--- config.mk ---
export PLATFORM = sky130hd
export DESIGN_NAME = lbp_top
export DESIGN_NICKNAME = d
export VERILOG_FILES = /design/src/hw/lbp_pkg.sv /design/src/hw/lbp_top.sv
export VERILOG_INCLUDE_DIRS = /design/src /design/src/hw
export SDC_FILE = /design/constraint.sdc
export NUM_CORES = 1
export LEC_CHECK = 0
export BUFFER_PORTS_ARGS = -buffer_cell sky130_fd_sc_hd__buf_2
export CAP_MARGIN = 20
export CORE_ASPECT_RATIO = 0.8
export CORE_UTILIZATION = 30
export DETAILED_ROUTE_END_ITERATION = 7
export SYNTH_ARGS = -nofsm -noshare
export SYNTH_HDL_FRONTEND = slang
export SYNTH_SLANG_ARGS = --single-unit
--- constraint.sdc ---
create_clock -name clk_sys -period 3 [get_ports clk_sys]
set_clock_uncertainty 0.05 [all_clocks]
set_input_delay 0.45 -clock clk_sys [delete_from_list [all_inputs] [get_ports clk_sys]]
set_output_delay 0.45 -clock clk_sys [all_outputs]
set_load 0.02 [all_outputs]
--- src/hw/lbp_defs.svh ---
// Constants of the LED intensity and blink PWM block.
// Assumes inclusion by bare name from the package and the top module.
`ifndef LBP_DEFS_SVH
`define LBP_DEFS_SVH

`define LBP_ADDR_W        8
`define LBP_DATA_W        32
`define LBP_NUM_OUT       9
`define LBP_NUM_LOW       8
`define LBP_LVL_W         4

`define LBP_IDX_CTRL      6'h00
`define LBP_IDX_PH0       6'h01
`define LBP_IDX_PH1       6'h02
`define LBP_IDX_NINTH_PH  6'h03
`define LBP_IDX_STATUS    6'h04
`define LBP_IDX_INTENS    6'h0E
`define LBP_IDX_OUT_FIRST 6'h10
`define LBP_IDX_OUT_LAST  6'h13

`define LBP_CTRL_BLINK    0
`define LBP_CTRL_PHASE    1
`define LBP_CTRL_GLOBAL   2
`define LBP_MASTER_HI     7
`define LBP_MASTER_LO     4
`define LBP_NINTH_HI      3
`define LBP_NINTH_LO      0
`define LBP_ST_RUN        9
`define LBP_ST_PHASE      10
`define LBP_ST_SLOT_LO    12
`define LBP_ST_SLOT_HI    15

`define LBP_RST_CTRL      3'h0
`define LBP_RST_INTENS    8'h00
`define LBP_RST_BYTE      8'h00
`define LBP_RST_OUT_LVL   32'h0000_0000

`define LBP_LVL_STATIC    4'hF
`define LBP_LVL_ZERO      4'h0
`define LBP_SLOT_LAST     4'hF
`define LBP_SUB_LAST      4'hE
`define LBP_DIV_W         3
`define LBP_DIV_LAST      3'h7
`define LBP_ZERO_W32      32'h0000_0000

`endif

--- src/hw/lbp_pkg.sv ---
// Types shared by the LED intensity and blink PWM block.
// Assumes the constants header is on the include path.
`default_nettype none
`include "lbp_defs.svh"

package lbp_pkg;

   typedef struct packed {
      logic                     psel;
      logic                     penable;
      logic                     pwrite;
      logic [`LBP_ADDR_W-1:0]   paddr;
      logic [`LBP_DATA_W-1:0]   pwdata;
   } lbp_apb_req_t;

   typedef struct packed {
      logic [`LBP_DATA_W-1:0]   prdata;
      logic                     pready;
      logic                     pslverr;
   } lbp_apb_rsp_t;

   typedef struct packed {
      logic [2:0]               ctrl;
      logic [7:0]               intens;
      logic [31:0]              out_lvl;
      logic [7:0]               ph0;
      logic [7:0]               ph1;
      logic [1:0]               ninth_ph;
      logic [`LBP_DIV_W-1:0]    div;
      logic [3:0]               sub;
      logic [3:0]               slot;
      logic                     phase_eff;
      logic [`LBP_NUM_OUT-1:0]  oe;
      logic [`LBP_NUM_OUT-1:0]  pin_s1;
      logic [`LBP_NUM_OUT-1:0]  pin_s2;
      logic [`LBP_DATA_W-1:0]   rdata;
      logic                     err;
   } lbp_state_t;

endpackage

`default_nettype wire

--- src/hw/lbp_top.sv ---
// LED intensity and blink PWM logic for nine open-drain outputs, with APB registers.
// Assumes one 125 MHz clock, synchronous active-high reset, APB master on the same clock.
//
// The APB slave port was decided locally.
`default_nettype none
`include "lbp_defs.svh"

module lbp_top (
   input  wire logic                     clk_sys,
   input  wire logic                     reset,
   input  wire lbp_pkg::lbp_apb_req_t    apb_req,
   output var  lbp_pkg::lbp_apb_rsp_t    apb_rsp,
   input  wire logic [`LBP_NUM_OUT-1:0]  led_i,
   output logic      [`LBP_NUM_OUT-1:0]  led_o,
   output logic      [`LBP_NUM_OUT-1:0]  led_oe
);

   ////////////////////////////////////////////////////////////////////////////
   // Address decode and PWM level functions.

   function automatic logic addr_hit(input logic [`LBP_ADDR_W-1:0] a,
                                     input logic [5:0]             idx);
      addr_hit = (a[1:0] == 2'h0) && (a[`LBP_ADDR_W-1:2] == idx);
   endfunction

   function automatic logic addr_is_out(input logic [`LBP_ADDR_W-1:0] a);
      addr_is_out = (a[1:0] == 2'h0) && (a[`LBP_ADDR_W-1:2] >= `LBP_IDX_OUT_FIRST)
                    && (a[`LBP_ADDR_W-1:2] <= `LBP_IDX_OUT_LAST);
   endfunction

   function automatic logic pwm_low(input logic [3:0] lvl,
                                    input logic       inv,
                                    input logic [3:0] slot,
                                    input logic [3:0] sub,
                                    input logic [3:0] mst);
      logic on;
      on = 1'b0;
      if (mst == `LBP_LVL_ZERO) begin
         pwm_low = 1'b0;
      end else if (lvl == `LBP_LVL_STATIC) begin
         pwm_low = !inv;
      end else begin
         on      = inv ? (slot > lvl) : (slot <= lvl);
         pwm_low = on && (sub < mst);
      end
   endfunction

   ////////////////////////////////////////////////////////////////////////////
   // State.

   lbp_pkg::lbp_state_t             r_reg;
   lbp_pkg::lbp_state_t             r_next;
   logic [`LBP_NUM_OUT-1:0]         low_vec;
   logic [3:0]                      master_lvl;
   logic [3:0]                      ninth_lvl;
   logic                            tick;
   logic                            cyc_end;
   logic                            wr_en;
   logic                            rd_setup;
   logic [1:0]                      out_pair;

   assign master_lvl = r_reg.intens[`LBP_MASTER_HI:`LBP_MASTER_LO];
   assign ninth_lvl  = r_reg.intens[`LBP_NINTH_HI:`LBP_NINTH_LO];
   assign tick       = (master_lvl != `LBP_LVL_ZERO) && (r_reg.div == `LBP_DIV_LAST);
   assign cyc_end    = tick && (r_reg.sub == `LBP_SUB_LAST)
                       && (r_reg.slot == `LBP_SLOT_LAST);
   assign wr_en      = apb_req.psel && apb_req.penable && apb_req.pwrite;
   assign rd_setup   = apb_req.psel && !apb_req.penable;
   assign out_pair   = apb_req.paddr[3:2];

   ////////////////////////////////////////////////////////////////////////////
   // Per-output drive from the shared counter.

   genvar gi;
   generate
      for (gi = 0; gi < `LBP_NUM_LOW; gi++) begin : g_low
         logic [3:0] lvl;
         logic       bit_sel;
         assign lvl     = r_reg.ctrl[`LBP_CTRL_GLOBAL] ? ninth_lvl
                                                       : r_reg.out_lvl[gi*4 +: 4];
         assign bit_sel = (r_reg.ctrl[`LBP_CTRL_BLINK] && r_reg.phase_eff)
                          ? r_reg.ph1[gi] : r_reg.ph0[gi];
         assign low_vec[gi] = pwm_low(lvl, bit_sel, r_reg.slot, r_reg.sub, master_lvl);
      end
   endgenerate

   logic ninth_bit;
   assign ninth_bit = (r_reg.ctrl[`LBP_CTRL_BLINK] && r_reg.phase_eff)
                      ? r_reg.ninth_ph[1] : r_reg.ninth_ph[0];
   assign low_vec[`LBP_NUM_LOW] = pwm_low(ninth_lvl, ninth_bit, r_reg.slot,
                                          r_reg.sub, master_lvl);

   ////////////////////////////////////////////////////////////////////////////
   // Next state.

   always_comb begin
      r_next        = r_reg;
      r_next.pin_s1 = led_i;
      r_next.pin_s2 = r_reg.pin_s1;
      r_next.oe     = low_vec;
      if (master_lvl == `LBP_LVL_ZERO) begin
         r_next.div = r_reg.div;
      end else begin
         r_next.div = (r_reg.div == `LBP_DIV_LAST) ? '0 : r_reg.div + 1'b1;
      end
      if (tick) begin
         r_next.sub = (r_reg.sub == `LBP_SUB_LAST) ? '0 : r_reg.sub + 1'b1;
         if (r_reg.sub == `LBP_SUB_LAST) begin
            r_next.slot = r_reg.slot + 1'b1;
         end
      end
      if (cyc_end) begin
         r_next.phase_eff = r_reg.ctrl[`LBP_CTRL_PHASE];
      end
      if (rd_setup) begin
         r_next.err   = 1'b0;
         r_next.rdata = `LBP_ZERO_W32;
         if (addr_hit(apb_req.paddr, `LBP_IDX_CTRL)) begin
            r_next.rdata[2:0] = r_reg.ctrl;
         end else if (addr_hit(apb_req.paddr, `LBP_IDX_PH0)) begin
            r_next.rdata[7:0] = r_reg.ph0;
         end else if (addr_hit(apb_req.paddr, `LBP_IDX_PH1)) begin
            r_next.rdata[7:0] = r_reg.ph1;
         end else if (addr_hit(apb_req.paddr, `LBP_IDX_NINTH_PH)) begin
            r_next.rdata[1:0] = r_reg.ninth_ph;
         end else if (addr_hit(apb_req.paddr, `LBP_IDX_STATUS)) begin
            r_next.rdata[`LBP_NUM_OUT-1:0]                 = r_reg.pin_s2;
            r_next.rdata[`LBP_ST_RUN]                      = master_lvl != `LBP_LVL_ZERO;
            r_next.rdata[`LBP_ST_PHASE]                    = r_reg.phase_eff;
            r_next.rdata[`LBP_ST_SLOT_HI:`LBP_ST_SLOT_LO]  = r_reg.slot;
         end else if (addr_hit(apb_req.paddr, `LBP_IDX_INTENS)) begin
            r_next.rdata[7:0] = r_reg.intens;
         end else if (addr_is_out(apb_req.paddr)) begin
            r_next.rdata[7:0] = r_reg.out_lvl[out_pair*8 +: 8];
         end else begin
            r_next.err = 1'b1;
         end
      end
      if (wr_en) begin
         if (addr_hit(apb_req.paddr, `LBP_IDX_CTRL)) begin
            r_next.ctrl = apb_req.pwdata[2:0];
         end else if (addr_hit(apb_req.paddr, `LBP_IDX_PH0)) begin
            r_next.ph0 = apb_req.pwdata[7:0];
         end else if (addr_hit(apb_req.paddr, `LBP_IDX_PH1)) begin
            r_next.ph1 = apb_req.pwdata[7:0];
         end else if (addr_hit(apb_req.paddr, `LBP_IDX_NINTH_PH)) begin
            r_next.ninth_ph = apb_req.pwdata[1:0];
         end else if (addr_hit(apb_req.paddr, `LBP_IDX_INTENS)) begin
            r_next.intens = apb_req.pwdata[7:0];
         end else if (addr_is_out(apb_req.paddr)) begin
            r_next.out_lvl[out_pair*8 +: 8] = apb_req.pwdata[7:0];
         end
      end
   end

   always_ff @(posedge clk_sys) begin
      if (reset) begin
         r_reg           <= '0;
         r_reg.ctrl      <= `LBP_RST_CTRL;
         r_reg.intens    <= `LBP_RST_INTENS;
         r_reg.out_lvl   <= `LBP_RST_OUT_LVL;
         r_reg.ph0       <= `LBP_RST_BYTE;
         r_reg.ph1       <= `LBP_RST_BYTE;
      end else begin
         r_reg <= r_next;
      end
   end

   ////////////////////////////////////////////////////////////////////////////
   // Outputs.

   assign led_o           = '0;
   assign led_oe          = r_reg.oe;
   assign apb_rsp = '{prdata:  r_reg.rdata,
                      pready:  apb_req.psel && apb_req.penable,
                      pslverr: r_reg.err && apb_req.psel && apb_req.penable && !apb_req.pwrite};
endmodule

`default_nettype wire

==> flow_summary.json, run 1 <==
{
  "holdPathStages": 2,
  "crit_fanout": 35,
  "ant_nets": 0,
  "rsz0062_at_grt": "no",
  "r2r_cells": 6,
  "place_ws_ns": 0.562,
  "first_global_vias": 5110,
  "num_rows": 48,
  "cts_tree": "built",
  "synth-edff-count": 0,
  "fillers": 2238,
  "power_leakage_nw": 3.17,
  "io_buffers": 55,
  "worstMarginPinSlew_ns": 0.887,
  "cp-end-kind": "flop",
  "hold_viol_final": 0,
  "drt_drc_violations_left": 0,
  "timing.final.crit_share": 0.801,
  "start_kind": "flop",
  "drv_cap": 0,
  "drv_slew": 0,
  "layout_common_cells": "dfxtp_1 (116), a21oi_1 (83), nand2_1 (80), mux2i_1 (62)",
  "dr.pass1.iters": 5,
  "syn_avg_cell_area_um2": 8.54,
  "syn-cell-area_um2": 6820,
  "r2r_start": "r_reg[132]$_SDFFE_PP0P_",
  "grt_first_pass_wirelength_um": 30300,
  "layout_commonest_cell": "dfxtp_1",
  "worst_hold_startpoint": "led_i[3]",
  "clk_pin_slew_worst_paths_ns": 0.06,
  "min_period_ns": 2.40,
  "synth-seq-cells": 116,
  "die_h_um": 137,
  "hold_buffers": 0,
  "core_area_um2": 21900,
  "cts-root-buf": "clkbuf_16",
  "fin_tns_setup_ns": 0,
  "diodes": 0,
  "wire_per_inst_um": 17.3,
  "synth_area_leaders": "dfxtp_1 (34%), mux2i_1 (9.1%), ha_1 (8.6%)",
  "synth-seq-area-share": 0.341,
  "cts_buffer_depth": 2,
  "status": "finished clean",
  "min_to": "r_next[36]$_SDFF_PP0_",
  "dieWidth_um": 171,
  "internal-power_mw": 2.86,
  "max-slew-margin-rel": 0.403,
  "drive_above_1_share": 0.155,
  "pin_count": 106,
  "route.vias.total": 5788,
  "start_util": 0.311,
  "die_area_um2": 23300,
  "overflow": 0,
  "nets": 928,
  "synthArstFlopShare": 0,
  "cts-resized-gates": 0,
  "power_frac_seq": 0.409,
  "htreeDepth": 4,
  "largest_reg_flops": 75,
  "switching_power_mw": 0.945,
  "synth-main-ff-cell": "dfxtp_1",
  "gp_congestion": 0.919,
  "r2r_slack_ns": 0.60,
  "post_cts.repair.setup_buffers": 0,
  "layout_setup_ws_ns": 0.597,
  "cts_sinks": 116,
  "cp.required_ns": 3.19,
  "power_frac_clock": 0.536,
  "ir_drop_uv": 375,
  "power_density_nw_per_um2": 489,
  "syn_to_final_growth_pct": 14.2,
  "hp-class": "input port to flop",
  "max_freq_mhz": 416,
  "track_usage": 0.174,
  "sw_frac_of_total": 0.248,
  "slowest_delay_ns": 0.79,
  "cp_cell_sequence": "buf_12 -> nand2_1 -> a2111oi_0 -> nor2_1 -> mux2i_1 -> o21ai_0",
  "drt_iter0_markers": 666,
  "grt_max_degree": 53,
  "synth_warnings": 0,
  "reg2reg_to": "led_oe[6]$_SDFF_PP0_",
  "path_class": "flop to flop",
  "numCtsBuffers": 17,
  "netlist_instances": 798,
  "wl_um": 19700,
  "arrival_ns": 2.59,
  "hpwl_um": 14600,
  "synth_top_cell_by_area": "dfxtp_1",
  "synthDistinctLibCells": 55,
  "setup_viol_count_final": 0,
  "vias_per_cell": 5.08,
  "slowest_stage": "a2111oi_0",
  "pwr-share-comb": 0.055,
  "antenna_found_initial": 0,
  "synth_top_area_frac": 0.341,
  "insertion_delay_ns": 0.43
}
-- routing by layer --
| metal | track usage | share of wire | routed length [µm] |
|---|---|---|---|
| met2 | 0.227 | 0.39 | 7600 |
| met1 | 0.277 | 0.53 | 10400 |
| met5 | 0 | 0 | 0 |
| met4 | 0.0495 | 0.0096 | 190 |
| met3 | 0.0356 | 0.079 | 1560 |
-- cell families (layout without fill, tap and decap cells) --
group / count (synthesis) / in the layout / share of synthesized area
XOR/XNOR: 4 / 4 / 0.00514
AO/OA/AOI/OAI: 168 / 168 / 0.150
AND/OR/NAND/NOR: 269 / 269 / 0.200
flip-flops: 116 / 116 / 0.341
buffers and inverters: 123 / 140 / 0.100
other: 1 / 26 / 0.000550
adder cells (fa/ha/maj): 47 / 47 / 0.0863
multiplexers: 70 / 70 / 0.117
-- metrics by stage --
step                      utilization  power (mW)  hold slack, ns  cells  instance area, µm²
after detailed placement        0.328        1.79           0.373   1108                7190
after floorplan                     -        1.74           0.364    823                6910
after global routing            0.355        3.92           0.179   1140                7790
after global placement          0.328        1.79           0.366   1108                7190
after CTS                       0.355        3.84           0.166   1140                7790
final                           0.355        3.81           0.178   1140                7790
-- how the worst max path moves through the flow --
stage	to	cells after the start	startpoint
after floorplan	r_reg[106]$_SDFFE_PP0P_	8	apb_req[35]
after global routing	led_oe[6]$_SDFF_PP0_	6	r_reg[132]$_SDFFE_PP0P_
final	led_oe[6]$_SDFF_PP0_	6	r_reg[132]$_SDFFE_PP0P_
after global placement	r_reg[0]$_SDFFE_PP0P_	8	apb_req[35]
after CTS	led_oe[5]$_SDFF_PP0_	6	r_reg[132]$_SDFFE_PP0P_
after detailed placement	r_reg[0]$_SDFFE_PP0P_	8	apb_req[35]
-- layout make-up --
| cell class | instances | area, µm² | share of cell area |
|---|---|---|---|
| clock buffers | 18 | 439 | 0.0564 |
| clock inverters | 14 | 154 | 0.0198 |
| inverters | 26 | 97.6 | 0.0125 |
| multi-input cells | 584 | 3910 | 0.502 |
| flip-flops and latches | 116 | 2320 | 0.298 |
| well taps | 300 | 375 | 0.0482 |
| repair buffers | 82 | 493 | 0.0633 |
-- cells in the mapped netlist, types with 2 or more instances --
master,n
nand3_1,26
nor2_1,54
nor3b_2,2
a211oi_1,4
ha_1,47
xor2_1,3
nand4_1,38
nor3_1,5
nand2b_1,10
inv_1,26
buf_2,6
buf_4,53
o311ai_2,2
mux4_2,8
and3_1,2
buf_6,2
and2_1,7
dfxtp_1,116
nor4_1,3
a22oi_1,7
nand2_1,80
o2bb2ai_1,2
nand3b_1,3
o211ai_1,2
o21ai_0,32
a32oi_1,7
nor4_2,2
nand4b_1,4
o22ai_1,9
mux2i_1,62
a21oi_1,83
a2111oi_0,9
nor2b_1,26
buf_1,4
clkbuf_1,32
-- power by group through the flow --
stage               sequential, mW  combinational [mW]  clock (mW)
detailed placement            1.59               0.205           0
global placement              1.59               0.204           0
finish                        1.56               0.210        2.04
CTS                           1.56               0.206        2.08
floorplan                     1.59               0.154           0
global route                  1.56               0.225        2.14
-- critical path, delay by kind of cell (launching register included) --
family,cells,cell delay [ns]
AO/OA/AOI/OAI,2,0.96
buffers and inverters,1,0.23
flip-flops,1,0.36
multiplexers,1,0.15
AND/OR/NAND/NOR,2,0.45
Power figures use the tool's default switching activity.
==> inputs of run 2 (changes only) <==
clock period = 2.26 ns   (was 3 ns; I/O delays follow)
==> flow_summary.json, run 2 (synthesis gave the netlist of run 1 again) <==
{
  "syn_to_final_growth_pct": 17.2,
  "r2r_cells": 7,
  "place_ws_ns": 0.0544,
  "path_class": "flop to flop",
  "vias_per_cell": 5.16,
  "cts_tree": "built",
  "layout_setup_ws_ns": 0.192,
  "max_freq_mhz": 484,
  "fillers": 2228,
  "dpl.cell_count": 1132,
  "start_kind": "flop",
  "r2r_slack_ns": 0.19,
  "design_area_um2": 7990,
  "clk_pin_slew_worst_paths_ns": 0.06,
  "min_period_ns": 2.07,
  "cts_buffer_depth": 2,
  "die_area_um2": 23300,
  "hold_buffers": 0,
  "insertion_delay_ns": 0.42,
  "route.vias.total": 5992,
  "drt_iter0_markers": 522,
  "r2r_start": "r_reg[132]$_SDFFE_PP0P_",
  "nets": 952,
  "pin_count": 106,
  "crit_fanout": 24,
  "grt_max_degree": 66,
  "hpwl_um": 15000,
  "regArea_um2": 2320,
  "hp-class": "input port to flop",
  "status": "finished clean",
  "critical_path.startpoint": "r_reg[132]$_SDFFE_PP0P_",
  "layout_commonest_cell": "dfxtp_1",
  "dr.pass1.iters": 5,
  "io_buffers": 55,
  "antenna_found_initial": 0,
  "reg2reg_to": "led_oe[6]$_SDFF_PP0_",
  "htreeDepth": 4,
  "placed_cell_area_um2": 7400,
  "setup_viol_count_final": 0,
  "arrival_ns": 2.31,
  "hold_viol_final": 0,
  "drv_cap": 0,
  "gp_congestion": 0.874,
  "holdPathStages": 2,
  "post_cts.repair.setup_buffers": 0,
  "start_util": 0.311,
  "timing.critical_path.to": "led_oe[6]$_SDFF_PP0_",
  "cts_sinks": 116,
  "power_density_nw_per_um2": 623,
  "fin_total_pwr_mw": 4.98,
  "drv_slew": 0,
  "power_leakage_nw": 3.30,
  "die_h_um": 137,
  "track_usage": 0.178,
  "wire_per_inst_um": 17.2,
  "num_rows": 48,
  "largest_reg_flops": 75,
  "multiInputGateArea_um2": 3930,
  "layout_common_cells": "dfxtp_1 (115), a21oi_1 (83), nand2_1 (79), mux2i_1 (59)",
  "diodes": 0,
  "cp-end-kind": "flop",
  "wl_um": 20000,
  "cp.required_ns": 2.50,
  "drt_drc_violations_left": 0,
  "cts-root-buf": "clkbuf_16",
  "numCtsBuffers": 17,
  "ir_drop_uv": 412,
  "dieWidth_um": 171,
  "grt_first_pass_wirelength_um": 31000,
  "max-slew-margin-rel": 0.404,
  "first_global_vias": 5466,
  "core_area_um2": 21900,
  "drive_above_1_share": 0.180,
  "overflow": 0,
  "worstMarginPinSlew_ns": 0.892,
  "ant_nets": 0,
  "finalNonFillerCells": 1161,
  "timing.final.crit_share": 0.915,
  "rsz0062_at_grt": "no",
  "fin_tns_setup_ns": 0
}
[run 2: changes by cell type in the layout (fill, tap and decap cells not counted), moves of 3 or more]
cell and change:
clkbuf_8 +6, buf_4 +22, a2111oi_0 -3, a2111oi_1 +3, mux2i_2 +3, mux2i_1 -3
clkinv_4 -5
[run 2: cell type report]
class | instances | area share
clock inverters | 3 | 0.00532
repair buffers | 106 | 0.0874
multi-input cells | 584 | 0.491
clock buffers | 26 | 0.0662
well taps | 300 | 0.0470
inverters | 26 | 0.0122
flip-flops and latches | 116 | 0.291
[run 2: worst max-delay path, cell delays in order, from the launching register on]
cell and delay [ns]:
dfxtp_2 0.35, buf_12 0.17, buf_4 0.16, mux2i_2 0.16, a2111oi_0 0.69, nor2_1 0.11
mux2i_1 0.16, o21ai_0 0.10
[run 2: worst min path at each step]
stage,start,endpoint,slack (ns)
after floorplan,r_next[33]$_SDFF_PP0_,r_reg[33]$_SDFF_PP0_,0.36
after global placement,r_next[36]$_SDFF_PP0_,r_reg[36]$_SDFF_PP0_,0.37
after detailed placement,r_next[41]$_SDFF_PP0_,r_reg[41]$_SDFF_PP0_,0.37
after CTS,led_i[7],r_next[40]$_SDFF_PP0_,0.07
after global routing,led_i[7],r_next[40]$_SDFF_PP0_,0.09
final,led_i[7],r_next[40]$_SDFF_PP0_,0.08
[run 2: what timing repair did]
item,in CTS,in global routing
setup endpoints to repair,0,8
hold endpoints to repair,0,0
resized for setup,0,9
[run 2: through the flow]
| stage | hold slack (ns) | utilization |
|---|---|---|
| 3_5_place_dp | 0.374 | 0.338 |
| 3_3_place_gp | 0.366 | 0.338 |
| 6_report | 0.0806 | 0.365 |
| 5_1_grt | 0.0922 | 0.365 |
| 2_1_floorplan | 0.364 | - |
| 4_1_cts | 0.0651 | 0.364 |
[run 2: report_power, final]
| group | total (mW) | internal (mW) | switching (mW) | leakage, nW |
|---|---|---|---|---|
| clock | 2.62 | 1.70 | 0.922 | 0.280 |
| sequential | 2.07 | 2.06 | 0.00558 | 0.939 |
| combinational | 0.293 | 0.0872 | 0.206 | 2.08 |
| total | 4.98 | 3.85 | 1.13 | 3.30 |
[run 2: metal layers]
metal	wire length (µm)	part of all wire	GRT usage
met5	0	0	0
met4	316	0.016	0.0581
met3	1960	0.098	0.0500
met2	7970	0.40	0.246
met1	9710	0.49	0.260
